## config.mk

```make
export PLATFORM = sky130hd
export DESIGN_NAME = ccp_output_shaping_status
export DESIGN_NICKNAME = d
export VERILOG_FILES = /design/src/rtl/ccp_shape_pkg.sv /design/src/rtl/ccp_output_shaping_status.sv
export SDC_FILE = /design/constraint.sdc
export NUM_CORES = 1
export LEC_CHECK = 0
export ABC_AREA = 1
export BUFFER_PORTS_ARGS = -buffer_cell sky130_fd_sc_hd__buf_2
export CAP_MARGIN = 20
export CORE_UTILIZATION = 52
export CTS_BUF_LIST = sky130_fd_sc_hd__clkbuf_4
export CTS_CLUSTER_DIAMETER = 100
export CTS_CLUSTER_SIZE = 10
export DETAILED_ROUTE_END_ITERATION = 16
export PLACE_DENSITY = 0.83
export SLEW_MARGIN = 20
export SYNTH_ARGS = -nofsm -noshare
export SYNTH_HDL_FRONTEND = slang
export SYNTH_SLANG_ARGS = --single-unit
export TNS_END_PERCENT = 100
```

## constraint.sdc

```tcl
create_clock -name i_clock -period 1.4 [get_ports i_clock]
set_input_delay 0.28 -clock i_clock [delete_from_list [all_inputs] [get_ports i_clock]]
set_output_delay 0.28 -clock i_clock [all_outputs]
set_load 0.01 [all_outputs]
```

## src/rtl/ccp_shape_pkg.sv

```systemverilog
// Purpose: Constants for the capture/compare output-shaping and status block
// Assumes: Register bus with 16-bit data, addresses are byte offsets
// Notes: Bit positions follow the register layout of the unit
package ccp_shape_pkg;
    localparam logic [11:0] OFF_DEAD_TIME = 12'h0298;
    localparam logic [11:0] OFF_OUT_MODE = 12'h029A;
    localparam logic [11:0] OFF_STATUS = 12'h029C;
    localparam logic [11:0] OFF_CONTROL = 12'h029E;
    localparam int DT_W = 6;
    localparam int B_HOLD_TRIG = 15;
    localparam int B_OSCNT_LO = 12;
    localparam int B_OUTM_LO = 8;
    localparam int B_POL_ONE = 5;
    localparam int B_POL_TWO = 4;
    localparam int B_PSS_ONE_LO = 2;
    localparam int B_PSS_TWO_LO = 0;
    localparam int B_GATE_ARM = 10;
    localparam int B_TRIG_STAT = 7;
    localparam int B_TRIG_SET = 6;
    localparam int B_TRIG_CLR = 5;
    localparam int B_ASD = 4;
    localparam int B_SCE = 3;
    localparam int B_CAP_DIS = 2;
    localparam int B_OVF = 1;
    localparam int B_BNE = 0;
    // Own control register: trigger enable, restart enable, gating mode
    localparam int B_TRIG_EN = 0;
    localparam int B_RESTART_EN = 1;
    localparam int B_GSM_LO = 2;
    localparam logic [1:0] PSS_ACTIVE = 2'h3;
    localparam logic [1:0] PSS_INACTIVE = 2'h2;
    localparam logic [1:0] GSM_LEVEL = 2'h0;
    localparam logic [1:0] GSM_RISE = 2'h1;
    localparam logic [1:0] GSM_FALL = 2'h2;
    localparam logic [2:0] OUTM_SINGLE = 3'h0;
    localparam logic [2:0] OUTM_PUSH_PULL = 3'h1;
    localparam logic [2:0] OUTM_HALF_BRIDGE = 3'h2;
    localparam logic [2:0] OUTM_BDC_REV = 3'h4;
    localparam logic [2:0] OUTM_BDC_FWD = 3'h5;
    localparam logic [2:0] OUTM_SCAN = 3'h6;
endpackage
```

## src/rtl/ccp_output_shaping_status.sv

```systemverilog
// Purpose: Dead time, one-shot extension, output modes, polarity, shutdown, status
// Assumes: Time base, FIFO and compare logic supply one-cycle event pulses
// Notes: Pins are six outputs with enables; undriven means enable low
`timescale 1ns/1ps
module ccp_output_shaping_status #(
    parameter int DT_WIDTH = ccp_shape_pkg::DT_W
) (
    input wire logic i_clock,
    input wire logic i_rst,
    input wire logic i_clk_en,
    input wire logic [11:0] i_addr,
    input wire logic [15:0] i_wdata,
    input wire logic i_wr,
    input wire logic i_rd,
    output logic [15:0] o_rdata,
    input wire logic i_tb_tick,
    input wire logic i_period_start,
    input wire logic i_pwm,
    input wire logic i_one_shot,
    input wire logic i_ext_trigger,
    input wire logic i_shutdown,
    input wire logic i_compare_event,
    input wire logic i_fifo_overflow,
    input wire logic i_fifo_not_empty,
    input wire logic i_capture_input_pin,
    input wire logic i_gate_source,
    output logic [5:0] o_pin_out,
    output logic [5:0] o_pin_oe,
    output logic o_capture_event,
    output logic o_one_shot_active
);
    typedef struct packed {
        logic [DT_WIDTH-1:0] dt;
        logic hold;
        logic [2:0] oscnt;
        logic [2:0] outm;
        logic pol1;
        logic pol2;
        logic [1:0] pss1;
        logic [1:0] pss2;
        logic trig_en;
        logic restart_en;
        logic [1:0] gsm;
        logic trig;
        logic asd;
        logic sce;
        logic cap_dis;
        logic ovf;
        logic gate_armed;
        logic pwm_prev;
        logic [DT_WIDTH-1:0] dt_cnt;
        logic hi_en;
        logic lo_en;
        logic [2:0] os_cnt;
        logic os_act;
        logic dir_tog;
        logic [2:0] scan_idx;
        logic [1:0] cap_sync;
        logic cap_prev;
        logic [1:0] gate_sync;
        logic gate_prev;
        logic [1:0] sd_sync;
        logic [5:0] pin;
        logic [5:0] oe;
        logic cap_evt;
        logic [15:0] rdata;
    } state_t;

    state_t q, d;

    // Polarity group: even pins are A, C, E
    function automatic logic pin_pol(input int idx, input logic p1, input logic p2);
        return (idx % 2 == 0) ? p1 : p2;
    endfunction

    logic [5:0] act_level;
    logic [5:0] enable_mask;
    logic cap_edge;
    logic gate_rise;
    logic gate_fall;
    logic sd_now;

    always_comb begin
        d = q;
        cap_edge = q.cap_sync[1] ^ q.cap_prev;
        gate_rise = q.gate_sync[1] & ~q.gate_prev;
        gate_fall = ~q.gate_sync[1] & q.gate_prev;
        sd_now = q.sd_sync[1];
        act_level = 6'h00;
        enable_mask = 6'h3F;
        d.cap_sync = {q.cap_sync[0], i_capture_input_pin};
        d.cap_prev = q.cap_sync[1];
        d.gate_sync = {q.gate_sync[0], i_gate_source};
        d.gate_prev = q.gate_sync[1];
        d.sd_sync = {q.sd_sync[0], i_shutdown};
        d.pwm_prev = i_pwm;
        d.rdata = 16'h0000;

        if (i_rd) begin
            case (i_addr)
                ccp_shape_pkg::OFF_DEAD_TIME: d.rdata = 16'(q.dt);
                ccp_shape_pkg::OFF_OUT_MODE: d.rdata = {q.hold, q.oscnt, 1'b0, q.outm,
                    2'b00, q.pol1, q.pol2, q.pss1, q.pss2};
                ccp_shape_pkg::OFF_STATUS: d.rdata = {8'h00, q.trig, 2'b00,
                    q.asd, q.sce, q.cap_dis, q.ovf, i_fifo_not_empty};
                ccp_shape_pkg::OFF_CONTROL: d.rdata = {12'h000, q.gsm, q.restart_en, q.trig_en};
                default: d.rdata = 16'h0000;
            endcase
        end

        // Hardware sets after software clears, so a coincident event wins
        if (i_wr) begin
            case (i_addr)
                ccp_shape_pkg::OFF_DEAD_TIME: d.dt = i_wdata[DT_WIDTH-1:0];
                ccp_shape_pkg::OFF_OUT_MODE: begin
                    d.hold = i_wdata[ccp_shape_pkg::B_HOLD_TRIG];
                    d.oscnt = i_wdata[ccp_shape_pkg::B_OSCNT_LO +: 3];
                    d.outm = i_wdata[ccp_shape_pkg::B_OUTM_LO +: 3];
                    d.pol1 = i_wdata[ccp_shape_pkg::B_POL_ONE];
                    d.pol2 = i_wdata[ccp_shape_pkg::B_POL_TWO];
                    d.pss1 = i_wdata[ccp_shape_pkg::B_PSS_ONE_LO +: 2];
                    d.pss2 = i_wdata[ccp_shape_pkg::B_PSS_TWO_LO +: 2];
                end
                ccp_shape_pkg::OFF_STATUS: begin
                    if (i_wdata[ccp_shape_pkg::B_GATE_ARM] &&
                        (q.gsm == ccp_shape_pkg::GSM_RISE || q.gsm == ccp_shape_pkg::GSM_FALL))
                        d.gate_armed = 1'b1;
                    if (q.trig_en && i_wdata[ccp_shape_pkg::B_TRIG_SET])
                        d.trig = 1'b1;
                    if (q.trig_en && i_wdata[ccp_shape_pkg::B_TRIG_CLR])
                        d.trig = 1'b0;
                    if (!i_wdata[ccp_shape_pkg::B_ASD])
                        d.asd = 1'b0;
                    if (!i_wdata[ccp_shape_pkg::B_SCE])
                        d.sce = 1'b0;
                    if (!i_wdata[ccp_shape_pkg::B_CAP_DIS])
                        d.cap_dis = 1'b0;
                    if (!i_wdata[ccp_shape_pkg::B_OVF])
                        d.ovf = 1'b0;
                end
                ccp_shape_pkg::OFF_CONTROL: begin
                    d.trig_en = i_wdata[ccp_shape_pkg::B_TRIG_EN];
                    d.restart_en = i_wdata[ccp_shape_pkg::B_RESTART_EN];
                    d.gsm = i_wdata[ccp_shape_pkg::B_GSM_LO +: 2];
                end
                default: ;
            endcase
        end

        // Trigger mode off means the timer free-runs
        if (!d.trig_en)
            d.trig = 1'b1;
        else if (i_ext_trigger)
            d.trig = 1'b1;

        if (sd_now)
            d.asd = 1'b1;
        else if (q.restart_en && q.asd && i_period_start)
            d.asd = 1'b0;
        if (i_compare_event)
            d.sce = 1'b1;
        if (i_fifo_overflow)
            d.ovf = 1'b1;

        // Capture gating
        case (q.gsm)
            ccp_shape_pkg::GSM_LEVEL: d.cap_dis = ~q.gate_sync[1];
            ccp_shape_pkg::GSM_RISE:
                if (q.gate_armed && gate_rise) begin
                    d.cap_dis = 1'b0;
                    d.gate_armed = 1'b0;
                end
            ccp_shape_pkg::GSM_FALL:
                if (q.gate_armed && gate_fall) begin
                    d.cap_dis = 1'b1;
                    d.gate_armed = 1'b0;
                end
            default: ;
        endcase
        d.cap_evt = cap_edge & ~q.cap_dis;

        // One-shot extension counted in time base ticks
        if (i_one_shot) begin
            d.os_act = 1'b1;
            d.os_cnt = q.oscnt;
        end else if (q.os_act && i_tb_tick) begin
            if (q.os_cnt == 3'h0)
                d.os_act = 1'b0;
            else
                d.os_cnt = q.os_cnt - 3'h1;
        end

        // Dead time: each pwm edge with nonzero dead time blanks both outputs, then the new side turns on
        if (i_pwm != q.pwm_prev) begin
            // Edge cycle is the first blank period, so load one less
            d.dt_cnt = (q.dt == '0) ? q.dt : q.dt - DT_WIDTH'(1);
            d.hi_en = (q.dt == '0) ? i_pwm : 1'b0;
            d.lo_en = (q.dt == '0) ? ~i_pwm : 1'b0;
        end else if (q.dt_cnt != '0) begin
            if (i_tb_tick)
                d.dt_cnt = q.dt_cnt - 1'b1;
        end else begin
            d.hi_en = i_pwm;
            d.lo_en = ~i_pwm;
        end
        if (i_period_start) begin
            d.dir_tog = ~q.dir_tog;
            d.scan_idx = (q.scan_idx == 3'h5) ? 3'h0 : q.scan_idx + 3'h1;
        end

        case (q.outm)
            ccp_shape_pkg::OUTM_SINGLE: act_level = {6{q.hi_en}};
            ccp_shape_pkg::OUTM_PUSH_PULL: act_level = q.dir_tog ? {3{1'b0, q.hi_en}}
                : {3{q.hi_en, 1'b0}};
            ccp_shape_pkg::OUTM_HALF_BRIDGE: act_level = {3{q.lo_en, q.hi_en}};
            ccp_shape_pkg::OUTM_BDC_REV: act_level = {4'h0, q.hi_en, 1'b1};
            ccp_shape_pkg::OUTM_BDC_FWD: act_level = {q.hi_en, 4'h0, 1'b1};
            ccp_shape_pkg::OUTM_SCAN: act_level = 6'(q.hi_en) << q.scan_idx;
            default: act_level = 6'h00;
        endcase
        if (q.outm == ccp_shape_pkg::OUTM_BDC_REV || q.outm == ccp_shape_pkg::OUTM_BDC_FWD)
            enable_mask = (q.outm == ccp_shape_pkg::OUTM_BDC_REV) ? 6'h03 : 6'h21;

        for (int i = 0; i < 6; i++) begin
            logic [1:0] pss;
            logic pol;
            pss = (i % 2 == 0) ? q.pss1 : q.pss2;
            pol = pin_pol(i, q.pol1, q.pol2);
            if (q.asd) begin
                d.pin[i] = pss[0] ^ pol;
                d.oe[i] = pss[1];
            end else begin
                d.pin[i] = act_level[i] ^ pol;
                d.oe[i] = enable_mask[i] & ~(q.hold & q.trig_en & ~q.trig);
            end
        end
    end

    always_ff @(posedge i_clock) begin
        if (i_rst) begin
            q <= '0;
        end else if (i_clk_en) begin
            q <= d;
        end
    end

    assign o_rdata = q.rdata;
    assign o_pin_out = q.pin;
    assign o_pin_oe = q.oe;
    assign o_capture_event = q.cap_evt;
    assign o_one_shot_active = q.os_act;

    a_sce_sticky: assert property (@(posedge i_clock) disable iff (i_rst)
        (i_clk_en && i_compare_event) |=> q.sce)
        else $error("compare event flag not set");
    a_ovf_sticky: assert property (@(posedge i_clock) disable iff (i_rst)
        (i_clk_en && i_fifo_overflow) |=> q.ovf)
        else $error("overflow flag not set");
    a_hold_oe: assert property (@(posedge i_clock) disable iff (i_rst)
        (q.hold && q.trig_en && !q.trig && !q.asd && i_clk_en) |=> (o_pin_oe == 6'h00))
        else $error("pins driven before trigger");
    a_cap_block: assert property (@(posedge i_clock) disable iff (i_rst)
        (q.cap_dis && i_clk_en) |=> !o_capture_event)
        else $error("capture while disabled");
    a_shutdown_set: assert property (@(posedge i_clock) disable iff (i_rst)
        (i_clk_en && q.sd_sync[1]) |=> q.asd)
        else $error("shutdown status not set");
    a_shutdown_tri: assert property (@(posedge i_clock) disable iff (i_rst)
        (i_clk_en && q.asd && !q.pss1[1]) |=> (o_pin_oe[0] == 1'b0))
        else $error("group one pin driven in tristate shutdown");
    a_trig_set: assert property (@(posedge i_clock) disable iff (i_rst)
        (i_clk_en && i_wr && i_addr == ccp_shape_pkg::OFF_STATUS && q.trig_en
        && i_wdata[6] && !i_wdata[5]) |=> q.trig)
        else $error("trigger set ignored");
    a_dead_gap: assert property (@(posedge i_clock) disable iff (i_rst)
        (i_clk_en && i_pwm != q.pwm_prev && q.dt != '0) |=> (!q.hi_en && !q.lo_en))
        else $error("no dead time after edge");
    a_one_shot: assert property (@(posedge i_clock) disable iff (i_rst)
        (i_clk_en && i_one_shot) |=> o_one_shot_active)
        else $error("one-shot not started");
endmodule

```

### After elaboration in Yosys (flattened, before gate mapping)

Cells that the tools add are included.

* multiply operators: 0
* add/sub/neg operators: 4
* bitwise operators: 27
* order comparisons: 0
* shift-type cells: 1
* divide/modulo/power cells: 0
* muxes and demuxes: 52
* reduce and logical (&&, ||, !) cells: 37
* equality and inequality tests: 21

Operators with widths (count)
* $pmux 16 s4: 1
* $eq 12x10->1 const B: 4
* $mux 6: 7
* $pmux 6 s6: 1
* $mux 1: 32
* $reduce_and 3->1: 6
* $mux 16: 1
* $reduce_and 4->1: 4
* $reduce_bool 2->1: 8
* $eq 3x3->1 const B: 4
* $mux 4: 3
* $sub 6x1->6 const B: 2
* $and 1x1->1: 11
* $mux 10: 1
* $xor 1x1->1: 9
* $logic_and 1x1->1: 8
* $mux 8: 1
* $not 1->1: 7
* $logic_not 3->1: 2
* $logic_not 6->1: 1
* $mux 3: 2
* $reduce_bool 3->1: 2
* $reduce_bool 6->1: 1
* $shl 1x3->6: 1
* other kinds (19): 23

* logic and storage cells: 176
* memory bits (writable): 0
* output and inout port bits: 30
* ROM bits: 0
* bits in latches: 0
* input bits: 44
* memories kept: 0
* flip-flop bits (word level): 83

### Longest topological paths before layout

Gate-level depths: netlist (run 1).

* depth in word-level cells: 8
* gate-level depth with buffers: 9

### Worst setup path after synthesis (run 1)

Ideal clock, no wire load.

* kind: in2reg
* start: in i_addr[5]
* end: reg q[71] (netlist bit)
* stages: 7
* path buffers: 1
* slack: -30 ps
* setup time: 122 ps
* arrival time: 1309 ps
* path through: nor2_1 > nand2_2 > nor3_4 > nand2_4 > buf_6 > o21ai_1 > a21oi_1

* longest elaborated chain between the ends: 2

RTL lines
* from (decl): line ccp_output_shaping_status.sv:11 `input wire logic [11:0] i_addr,`
* $eq 12x10->1: line ccp_output_shaping_status.sv:113 `case (i_addr)`
* $reduce_and 3->1 (no source line)
* to (signal assigned): line ccp_output_shaping_status.sv:241 `q <= '0;`
* to (signal assigned): line ccp_output_shaping_status.sv:243 `q <= d;`
* to (decl): line ccp_output_shaping_status.sv:69 `state_t q, d;`

Every way passes these cells.
A chain may end at the register's enable or synchronous reset.

### Worst setup path in the final report (run 1)

* start: reg q[77] (netlist bit)
* end: reg q[50] (netlist bit)

* longest elaborated chain between the ends: 3
* elaborated cells between the ends (all ways): 4
* those cells by class: 1 x add/sub; 2 x mux; 1 x reduce/logical

RTL lines
* $sub 6x1->6 / $logic_not 6->1 (equally long branches): line ccp_output_shaping_status.sv:196 `d.dt_cnt = (q.dt == '0) ? q.dt : q.dt - DT_WIDTH'(1);`
* $mux 6 *: line ccp_output_shaping_status.sv:196
* $mux 8 *: line ccp_output_shaping_status.sv:194 `if (i_pwm != q.pwm_prev) begin`

Mark *: on every way between the ends. The rest lies on a longest branch, timed or not.

==> results of run 1 <==
==> worst max-delay path, cell delays in order, from the launching register on <==
cell and delay (ns):
dfxtp_2 0.35, inv_2 0.09, ha_1 0.15, nand4_1 0.15, nand2_2 0.13, inv_1 0.06, nand2_1 0.05, a21oi_1 0.06
o21ai_0 0.16, inv_1 0.05
==> kinds of logic (layout without fill, tap and decap cells) <==
kind of cell,count (synthesis),count (layout),share of synthesized area
and+or+nand+nor,211,211,0.223
AOI/OAI and AO/OA,175,175,0.218
buffers and inverters,118,191,0.135
DFF,80,80,0.385
adders and majority gates,10,10,0.0300
xor gates and xnor gates,4,4,0.00841
other,1,2,0.000900
==> worst max-delay path by stage <==
stage | to | slack, ns | depth (start not counted)
CTS | q[49] | 0.005 | 9
floorplan | q[70] | -0.02 | 6
global route | o_pin_out[1] | -0.03 | 7
global placement | o_rdata[3] | -0.13 | 8
detailed placement | o_rdata[3] | -0.23 | 8
finish | q[50] | 0.05 | 9
==> power groups by stage <==
stage	Clock [mW]	Combinational, mW	Sequential [mW]
after floorplan	0	0.466	2.47
after global placement	0	0.650	2.48
after detailed placement	0	0.681	2.49
after CTS	1.43	0.690	2.43
after global routing	1.54	0.822	2.46
final	1.44	0.739	2.44
==> cells in the final DEF, fill, tap and decap left out, types with 4 or more instances in the layout <==
master / n
a21oi_1: 78
buf_2: 69
buf_4: 32
clkbuf_4: 11
dfxtp_1: 74
dfxtp_2: 5
ha_1: 7
inv_1: 62
inv_2: 7
nand2_1: 88
nand2_2: 6
nand3_1: 46
nand4_1: 7
nor2_1: 39
nor2_2: 6
nor3_1: 5
o211ai_1: 4
o21ai_0: 75
o21ai_1: 10
==> final cells by class <==
type                    count  area, sq um
fillers                   674         2860
well taps                 102          128
flip-flops and latches     80         1610
multi-input cells         402         2090
repair buffers            103          617
clock inverters             5         57.6
clock buffers              11         82.6
inverters                  72          275
==> flip-flops by register name, indices dropped and copies added (netlist names) <==
name / flops
q: 48
o_rdata: 14
o_pin_out: 6
d: 5
o_pin_oe: 5
o_capture_event: 1
o_one_shot_active: 1
==> metrics by stage <==
step                      instance area (sq um)   util  hold WS (ns)
after global placement                     4600  0.596         0.449
after floorplan                            4180      -         0.415
after global routing                       4860  0.630        0.0794
after CTS                                  4750  0.615        0.0562
after detailed placement                   4600  0.596         0.457
final                                      4860  0.630        0.0628
==> metal layers <==
| metal | track usage | up-vias |
|---|---|---|
| li1 | - | 2093 |
| met1 | 0.340 | 1963 |
| met2 | 0.455 | 184 |
| met3 | 0.0444 | 32 |
| met4 | 0.134 | 0 |
| met5 | 0 | - |
==> what timing repair did <==
item,in CTS,in global routing
setup endpoints to repair,9,16
gates resized for setup,6,37
cloned,0,0
buffers inserted,0,3
pin swaps,1,9
==> metrics.md, run 1 <==
| Metric | Value |
|---|---|
| # diodes | `0` |
| Pre-antenna DRT Iters | `5` |
| Detailed placement HPWL | `8130 microns` |
| Worst Min Path Start | `i_gate_source` |
| Antenna violations before repair | `0` |
| WHS Endpoint | `d[33]` |
| CTS clk-pin slew, worst paths | `about 0.13 ns` |
| Final Skew | `around 0.022 ns` |
| Most frequent cells after synthesis | `nand2_1 (93), o21ai_0 (81), dfxtp_1 (80)` |
| CTS tree | `built` |
| Layout cell share with drive strength beyond 1 | `0.245` |
| P_int | `between 3 and 4 mW` |
| Maximum VDD drop | `between 400 and 500 uV` |
| Flop pwr share | `0.529` |
| Die height | `91.5 microns` |
| Final Setup Violations | `0` |
| Finished Layout Cells | `775` |
| Clock Latency Late Sink | `between 0.4 and 0.5 ns` |
| Met1 Wirelength | `4680 microns` |
| Final Cycle Share | `0.967` |
| Post-synth EDFFs | `0` |
| H-tree depth | `3` |
| Yosys Warn Count | `0` |
| Final Max Tran Viols | `0` |
| Post-Syn Area per Cell | `approximately 7.0 sq um` |
| #FFs+latches synth | `80` |
| Leakage power | `approximately 2.2 nW` |
| Global-route wire length before repair | `between 15,000 and 20,000 microns` |
| Sequential share of the synthesized area | `0.384` |
| CP required | `approximately 1.8 ns` |
| Worst r2r path cells | `9` |
| Cells after DPL | `~760` |
| R2R setup slack | `approximately 0.047 ns` |
| Post-synth top flop | `dfxtp_1` |
| CP endpoint kind | `register` |
| Power share of the clock group | `0.311` |
| Leading area contributor after synthesis | `dfxtp_1` |
| Total congestion overflow | `0` |
| Die Width | `about 92 microns` |
| PortBufs | `69` |
| Worst reg2reg path endpoint | `q[50]` |
| Post-Syn Instances | `approximately 600` |
| RSZ-0062 raised after global routing | `true` |
| Sink Count | `80` |
| FFs w/ async S/R, synth | `0` |
| Distinct cells, synth | `36` |
| Top Ports | `74` |
| Final WL | `about 11,000 microns` |
| Die area | `8370 sq um` |
| Top-count cell post-synth | `nand2_1` |
| Status | `completed` |
| Clock root cell | `clkbuf_4` |
| Worst-case clock buffer depth | `2` |
| Initial Util | `0.539` |
| GR Util All Layers | `0.273` |
| Worst reg2reg path startpoint | `q[77]` |
| Hold buffers post-CTS | `0` |
| Max layer used | `met4` |
| Gp weighted congestion | `0.901` |
| Hold Crit Class | `input port to register` |
| Pin count of the biggest net entering global routing | `56` |
| Critical Path Source | `q[77]` |
| Max Freq | `approximately 740 MHz` |
| Routed WL per cell | `about 14 microns` |
| Via count | `roughly 4,300` |
| TritonCTS buffer count | `9` |
| Fin crit period | `about 1.4 ns` |
| Layout Nets | `approximately 720` |
| Area grow syn2layout | `16.8%` |
| Crit path DAT | `1.70 ns` |
| Wire length on met3 | `745 microns` |
| Ranking of synthesized cells by area | `dfxtp_1 (38%), o21ai_0 (9.7%), a21oi_1 (9.5%), nand2_1 (8.4%), inv_1 (6.3%)` |
| Vias per inst | `~5.5` |
| Crit Path Class | `register to register` |
| Combinational power share | `0.160` |
| DR WL met2 | `5350 microns` |
| Remaining DRCs | `0` |
| Net Switching | `about 1.4 mW` |
| FP Rows | `32` |
| Final worst setup slack | `approximately 0.047 ns` |
| Pre-CTS setup slack | `-0.225 ns` |
| Pwr dens | `about 950 nW/um^2` |
| Mapped Area | `4170 sq um` |
| Sw Ratio | `0.299` |
| Antenna viol nets, final | `0` |
| WHS Path Cells | `3` |
| Initial DRC Count | `~310` |
| MaxCap Viol Count | `0` |
| Critical Path Source Type | `register` |
| Placeable Area | `about 7700 sq um` |
| Yosys top cell area share | `0.384` |
| Worst-path fanout max | `4` |
| TNS Setup | `0 ns` |
| Hold Fails Final Rpt | `0` |
| Overall power | `approximately 4.6 mW` |
| Vias in the first global route | `approximately 4,000` |
No activity file was read; power rests on OpenSTA's default activity.
==> inputs of run 2 (changes only) <==
--- a/config.mk
+++ b/config.mk
@@ -5,15 +5,14 @@
 export SDC_FILE = /design/constraint.sdc
 export NUM_CORES = 1
 export LEC_CHECK = 0
-export ABC_AREA = 1
 export BUFFER_PORTS_ARGS = -buffer_cell sky130_fd_sc_hd__buf_2
 export CAP_MARGIN = 20
-export CORE_UTILIZATION = 52
+export CORE_UTILIZATION = 53
 export CTS_BUF_LIST = sky130_fd_sc_hd__clkbuf_4
 export CTS_CLUSTER_DIAMETER = 100
 export CTS_CLUSTER_SIZE = 10
 export DETAILED_ROUTE_END_ITERATION = 16
-export PLACE_DENSITY = 0.83
+export PLACE_DENSITY = 0.84
 export SLEW_MARGIN = 20
 export SYNTH_ARGS = -nofsm -noshare
 export SYNTH_HDL_FRONTEND = slang
==> metrics.md, run 2 <==
| Metric | Value |
|---|---|
| Post-synth EDFFs | `0` |
| Pin count of the biggest net entering global routing | `25` |
| Initial Util | `0.554` |
| Global Route met2 Usage | `0.517` |
| Initial DRC Count | `between 300 and 400` |
| Most flop-heavy register | `q` |
| Max FFs per register | `48` |
| Failing checks | `negative setup slack` |
| Worst hold slack | `0.0607 ns` |
| Crit path DAT | `~2.2 ns` |
| Critical Path Source Type | `register` |
| Area grow syn2layout | `29.2%` |
| Final Cycle Share | `1.30` |
| CTS clk-pin slew, worst paths | `approximately 0.14 ns` |
| Detailed placement HPWL | `between 8000 and 9000 microns` |
| Leading area contributor after synthesis | `dfxtp_1` |
| Via count | `between 4,000 and 5,000` |
| Final Skew | `roughly 0.015 ns` |
| Final worst setup slack | `-0.422 ns` |
| Fin crit period | `1.82 ns` |
| Die area | `about 8500 sq um` |
| Power share of the clock group | `0.373` |
| RSZ-0062 raised after global routing | `true` |
| Area of the multi-input gates | `approximately 2600 sq um` |
| CP endpoint kind | `register` |
| Hold Crit Class | `input port to register` |
| Gp weighted congestion | `0.876` |
| Pwr dens | `around 930 nW/um^2` |
| Final WL | `13,100 microns` |
| Combinational power share | `0.165` |
| Antenna violations before repair | `0` |
| Sw Ratio | `0.265` |
| P_int | `3.84 mW` |
| Antenna viol nets, final | `0` |
| Crit Path Class | `register to register` |
| Distinct cells, synth | `between 60 and 70` |
| Register area | `around 1600 sq um` |
| Hold Fails Final Rpt | `0` |
| Flop pwr share | `0.462` |
| GR Util All Layers | `0.300` |
| Sequential share of the synthesized area | `0.370` |
| Sink Count | `80` |
| Post-synth top flop | `dfxtp_1` |
| Status | `finished, violations left` |
| CTS tree | `built` |
| #FFs+latches synth | `80` |
| Post-Syn Instances | `502` |
| Ranking of synthesized cells by area | `dfxtp_1 (37%), mux2i_1 (8.1%), nor2_1 (6.0%), buf_4 (5.0%), o21ai_0 (3.0%)` |
| PortBufs | `69` |
| Largest stage delay on the critical path | `0.46 ns` |
| CP required | `1.79 ns` |
| Total congestion overflow | `0` |
| Placeable Area | `between 7000 and 8000 sq um` |
| Remaining DRCs | `0` |
| Clock root cell | `clkbuf_4` |
| # diodes | `0` |
| Pre-antenna DRT Iters | `6` |
| Top Ports | `74` |
| Post-Syn Area per Cell | `~8.6 sq um` |
| Measured slew at the worst slew-check pin | `approximately 0.56 ns` |
| Most common cell after layout, fill and taps aside | `buf_4` |
| Max Freq | `approximately 550 MHz` |
| Most frequent cells after synthesis | `dfxtp_1 (80), nor2_1 (69), mux2i_1 (35)` |
| Final Cell Area | `~5600 sq um` |
| Clock Latency Late Sink | `approximately 0.45 ns` |
| CP Cell Sequence | `inv_2 > ha_4 > or4b_4 > or2_4 > a2111o_1 > a21oi_2` |
| Met1 usage | `0.355` |
| Net Switching | `around 1.4 mW` |
| Maximum VDD drop | `between 700 and 800 uV` |
| Die Width | `92.3 microns` |
| Final Max Tran Viols | `0` |
| Yosys Warn Count | `0` |
| Worst-path fanout max | `2` |
| Final Setup Violations | `11` |
| TritonCTS buffer count | `9` |
| Post-placement cell area | `about 5200 sq um` |
| GR peak layer | `met2` |
| Yosys top cell area share | `0.370` |
| FP Rows | `32` |
| Mapped Area | `approximately 4300 sq um` |
| Vias per inst | `between 6 and 7` |
| Hold buffers post-CTS | `0` |
| Top-count cell post-synth | `dfxtp_1` |
| Layout cell share with drive strength beyond 1 | `0.365` |
| FFs w/ async S/R, synth | `0` |
| Global routing usage on met3 | `0.0698` |
| Fillers | `around 520` |
| Routed WL per cell | `roughly 18 microns` |
| Most frequent cells in the layout | `buf_4 (74), dfxtp_1 (72), nor2_1 (69), buf_2 (69), mux2i_1 (35)` |
| MaxCap Viol Count | `0` |
| Relative slew slack | `0.628` |
| Global-route wire length before repair | `approximately 20,000 microns` |
| Die height | `slightly above 90 microns` |
| Layout Nets | `around 660` |
| Slowest-stage cell, CP | `or4b_4` |
| Vias in the first global route | `between 4,000 and 5,000` |
| H-tree depth | `3` |
| Worst-case clock buffer depth | `2` |
| Leakage power | `around 2.4 nW` |
run 2: cell count changes in the layout (fill, tap and decap cells not counted), moves of 8 or more:
cell and delta:
a21oi_1 -61, nand2_1 -59, o21ai_0 -52, inv_1 -48
buf_4 +42, nand3_1 -36, mux2i_1 +35, nor2_1 +30
a22oi_1 +12, a31oi_1 +10, o21ai_1 -9, nand4b_1 +8
run 2: through the flow:
stage / instances / power [mW] / setup slack (ns) / setup TNS (ns) / utilization
2_1_floorplan: 503 / 2.90 / -0.436 / -3.88 / -
3_3_place_gp: 690 / 3.20 / -0.314 / -7.89 / 0.661
3_5_place_dp: 690 / 3.23 / -0.362 / -10.03 / 0.661
4_1_cts: 709 / 5.15 / -0.373 / -2.09 / 0.698
5_1_grt: 711 / 5.41 / -0.473 / -2.93 / 0.716
6_report: 711 / 5.22 / -0.422 / -2.33 / 0.716
run 2: path summary, 6_finish.rpt:
kind | to | startpoint | slack, ns | depth (start not counted)
min | q[71] | i_wdata[9] | 0.06 | 3
min reg2reg | q[58] | q[30] | 0.47 | 2
max | q[45] | q[78] | -0.42 | 6
max reg2reg | q[45] | q[78] | -0.42 | 6
run 2: worst max-delay path, delay by kind of cell (launching register included):
kind	cells	cell delay (ns)
adder cells (fa/ha/maj)	1	0.13
flip-flops	1	0.35
AO/OA/AOI/OAI	2	0.51
buffers and inverters	1	0.08
AND/OR/NAND/NOR	2	0.70
run 2: cells by family (layout without fill, tap and decap cells):
group / after synthesis / after routing / synth area share
adder cells (fa/ha/maj): 10 / 10 / 0.0289
AO/OA/AOI/OAI: 114 / 114 / 0.177
other: 1 / 2 / 0.000867
multiplexers: 39 / 39 / 0.102
AND/OR/NAND/NOR: 176 / 176 / 0.216
flip-flops: 80 / 80 / 0.370
buffers and inverters: 75 / 181 / 0.0911
XOR/XNOR: 7 / 7 / 0.0142
run 2: final cells by class:
type | count | area share
clock inverters | 7 | 0.0255
inverters | 16 | 0.0108
multi-input cells | 348 | 0.463
flip-flops and latches | 80 | 0.289
clock buffers | 9 | 0.0121
well taps | 102 | 0.0228
repair buffers | 149 | 0.176
run 2: what timing repair did:
action	in CTS	in global routing
setup buffers	4	4
pin swaps	4	21
cloned	0	0
hold endpoints to repair	0	0
setup endpoints to repair	11	19
gates resized for setup	14	28
run 2: power groups by stage:
stage	Combinational [mW]	Clock [mW]	Sequential [mW]
final	0.861	1.95	2.41
after global routing	0.924	2.07	2.42
after CTS	0.791	1.95	2.40
after detailed placement	0.776	0	2.46
after global placement	0.747	0	2.45
after floorplan	0.457	0	2.45
run 2: layer usage:
layer / wire length (microns) / vias up
met2: 6590 / 231
met3: 865 / 53
met1: 5160 / 2107
met5: 0 / -
met4: 527 / 0
li1: - / 1995
==> inputs of run 3 (changes only) <==
--- a/config.mk
+++ b/config.mk
@@ -7,6 +7,7 @@
 export LEC_CHECK = 0
 export BUFFER_PORTS_ARGS = -buffer_cell sky130_fd_sc_hd__buf_2
 export CAP_MARGIN = 20
+export CORE_ASPECT_RATIO = 0.5
 export CORE_UTILIZATION = 53
 export CTS_BUF_LIST = sky130_fd_sc_hd__clkbuf_4
 export CTS_CLUSTER_DIAMETER = 100
==> metrics.md, run 3 (same netlist as run 2, synthesis figures left out) <==
| Metric | Value |
|---|---|
| Status | `finished, violations left` |
| Failing checks | `negative setup slack` |
| Antenna violations before repair | `0` |
| H-tree depth | `3` |
| WP buf/inv | `1` |
| Initial DRC Count | `~340` |
| CP Cell Sequence | `inv_2 > ha_4 > or4b_4 > or2_4 > a2111o_1 > a21oi_2` |
| Hold Crit Class | `input port to register` |
| Slowest-stage cell, CP | `or4b_4` |
| Total congestion overflow | `0` |
| Critical Path Source Type | `register` |
| RSZ-0062 raised after global routing | `true` |
| Crit path DAT | `roughly 2.2 ns` |
| Hold Fails Final Rpt | `0` |
| Pin count of the biggest net entering global routing | `between 60 and 70` |
| Worst r2r path cells | `6` |
| Via count | `~4,000` |
| Vias per inst | `5.84` |
| Worst reg2reg path startpoint | `q[78]` |
| WHS Path Cells | `3` |
| Worst Min Path Start | `i_wdata[14]` |
| # diodes | `0` |
| Initial Util | `0.569` |
| Final WL | `about 11,000 microns` |
| CTS tree | `built` |
| Pre-CTS setup slack | `-0.376 ns` |
| Placeable Area | `between 7000 and 8000 sq um` |
| Fillers | `roughly 590` |
| FP Rows | `22` |
| Clock Latency Late Sink | `0.46 ns` |
| Antenna viol nets, final | `0` |
| Worst-case clock buffer depth | `2` |
| Crit Path Class | `register to register` |
| Clock root cell | `clkbuf_4` |
| Die height | `approximately 66 microns` |
| Die area | `~8500 sq um` |
| R2R setup slack | `-0.40 ns` |
| Final worst setup slack | `-0.396 ns` |
| Worst reg2reg path endpoint | `q[45]` |
| MaxCap Viol Count | `0` |
| Global-route wire length before repair | `around 18,000 microns` |
| Most flop-heavy register | `q` |
| Most frequent cells in the layout | `dfxtp_1 (73), nor2_1 (69), buf_2 (69)` |
| Most common cell after layout, fill and taps aside | `dfxtp_1` |
| Vias in the first global route | `3,846` |
| CP endpoint kind | `register` |
| Hold buffers post-CTS | `0` |
| CTS clk-pin slew, worst paths | `0.13 ns` |
| GR Util All Layers | `0.277` |
| Worst hold slack | `0.0405 ns` |
| Largest stage delay on the critical path | `about 0.46 ns` |
| Sink Count | `80` |
| Area grow syn2layout | `23.5%` |
| Pwr dens | `about 830 nW/um^2` |
| Gp weighted congestion | `around 0.96` |
| Register area | `between 1500 and 2000 sq um` |
| Fin crit period | `around 1.8 ns` |
| Layout cell share with drive strength beyond 1 | `0.343` |
| CP required | `around 1.8 ns` |
| Maximum VDD drop | `just over 500 uV` |
| Detailed placement HPWL | `between 8000 and 9000 microns` |
| Crit-path leading delay family | `simple AND/OR/NAND/NOR gates` |
| Max Freq | `about 560 MHz` |
| TritonCTS buffer count | `9` |
| Final Skew | `between 0.02 and 0.03 ns` |
| Final Max Tran Viols | `0` |
| Layout Nets | `645` |
| Routed WL per cell | `between 15 and 20 microns` |
| Final Cycle Share | `1.28` |
| Worst-path fanout max | `2` |
| Top Ports | `between 70 and 80` |
| Leakage power | `2.22 nW` |
| PortBufs | `between 60 and 70` |
| Max FFs per register | `48` |
| Pre-antenna DRT Iters | `4` |
| WHS Endpoint | `q[75]` |
| Area of the multi-input gates | `around 2500 sq um` |
| Remaining DRCs | `0` |
| Final Setup Violations | `11` |
| Die Width | `130 microns` |
## run 3: per-stage QoR
step	area (sq um)	utilization	cells	TNS, ns	power (mW)
floorplan	4500	-	503	-3.88	2.90
global placement	5090	0.670	686	-7.95	3.17
detailed placement	5090	0.670	686	-9.53	3.18
CTS	5230	0.688	702	-2.23	4.40
global route	5340	0.703	703	-2.75	4.63
finish	5340	0.703	703	-2.26	4.42
## run 3: report_power, final
| group | leakage (nW) | switching, mW | internal (mW) |
|---|---|---|---|
| clock network | 0.0556 | 0.834 | 0.400 |
| registers | 0.654 | 0.0559 | 2.35 |
| logic | 1.51 | 0.419 | 0.356 |
## run 3: timing repair
action                                  in CTS  in global routing
hold endpoints to repair                     0                  0
gates resized for setup                      4                 25
endpoints found under the setup margin       9                 15
pin swaps                                    5                  8
setup buffers                                1                  2
## run 3: layout make-up
| type | count | share of cell area |
|---|---|---|
| multi-input combinational | 348 | 0.476 |
| tap | 108 | 0.0253 |
| inverter | 16 | 0.0112 |
| clock buffer | 11 | 0.0155 |
| sequential | 80 | 0.301 |
| clock inverter | 4 | 0.00585 |
| timing repair buffer | 136 | 0.165 |
## run 3: worst max path at each step
| stage | start | end | slack (ns) | depth (start not counted) |
|---|---|---|---|---|
| 6_report | q[78] | q[45] | -0.40 | 6 |
| 5_1_grt | q[78] | q[45] | -0.45 | 6 |
| 4_1_cts | q[78] | q[45] | -0.39 | 6 |
| 3_5_place_dp | q[78] | q[45] | -0.38 | 6 |
| 3_3_place_gp | q[78] | q[45] | -0.31 | 6 |
| 2_1_floorplan | q[78] | q[45] | -0.44 | 7 |
## run 3: worst register-to-register path, cell delays in order, from the launching register on
cell      delay [ns]
dfxtp_2         0.34
inv_2           0.08
ha_4            0.14
or4b_4          0.46
or2_4           0.25
a2111o_1        0.37
a21oi_2         0.12
## run 3: metal layers
metal	track usage	part of all wire	up-vias
li1	-	-	1970
met3	0.0607	0.068	36
met1	0.353	0.43	1938
met5	0	0	-
met4	0.121	0.026	0
met2	0.454	0.47	159
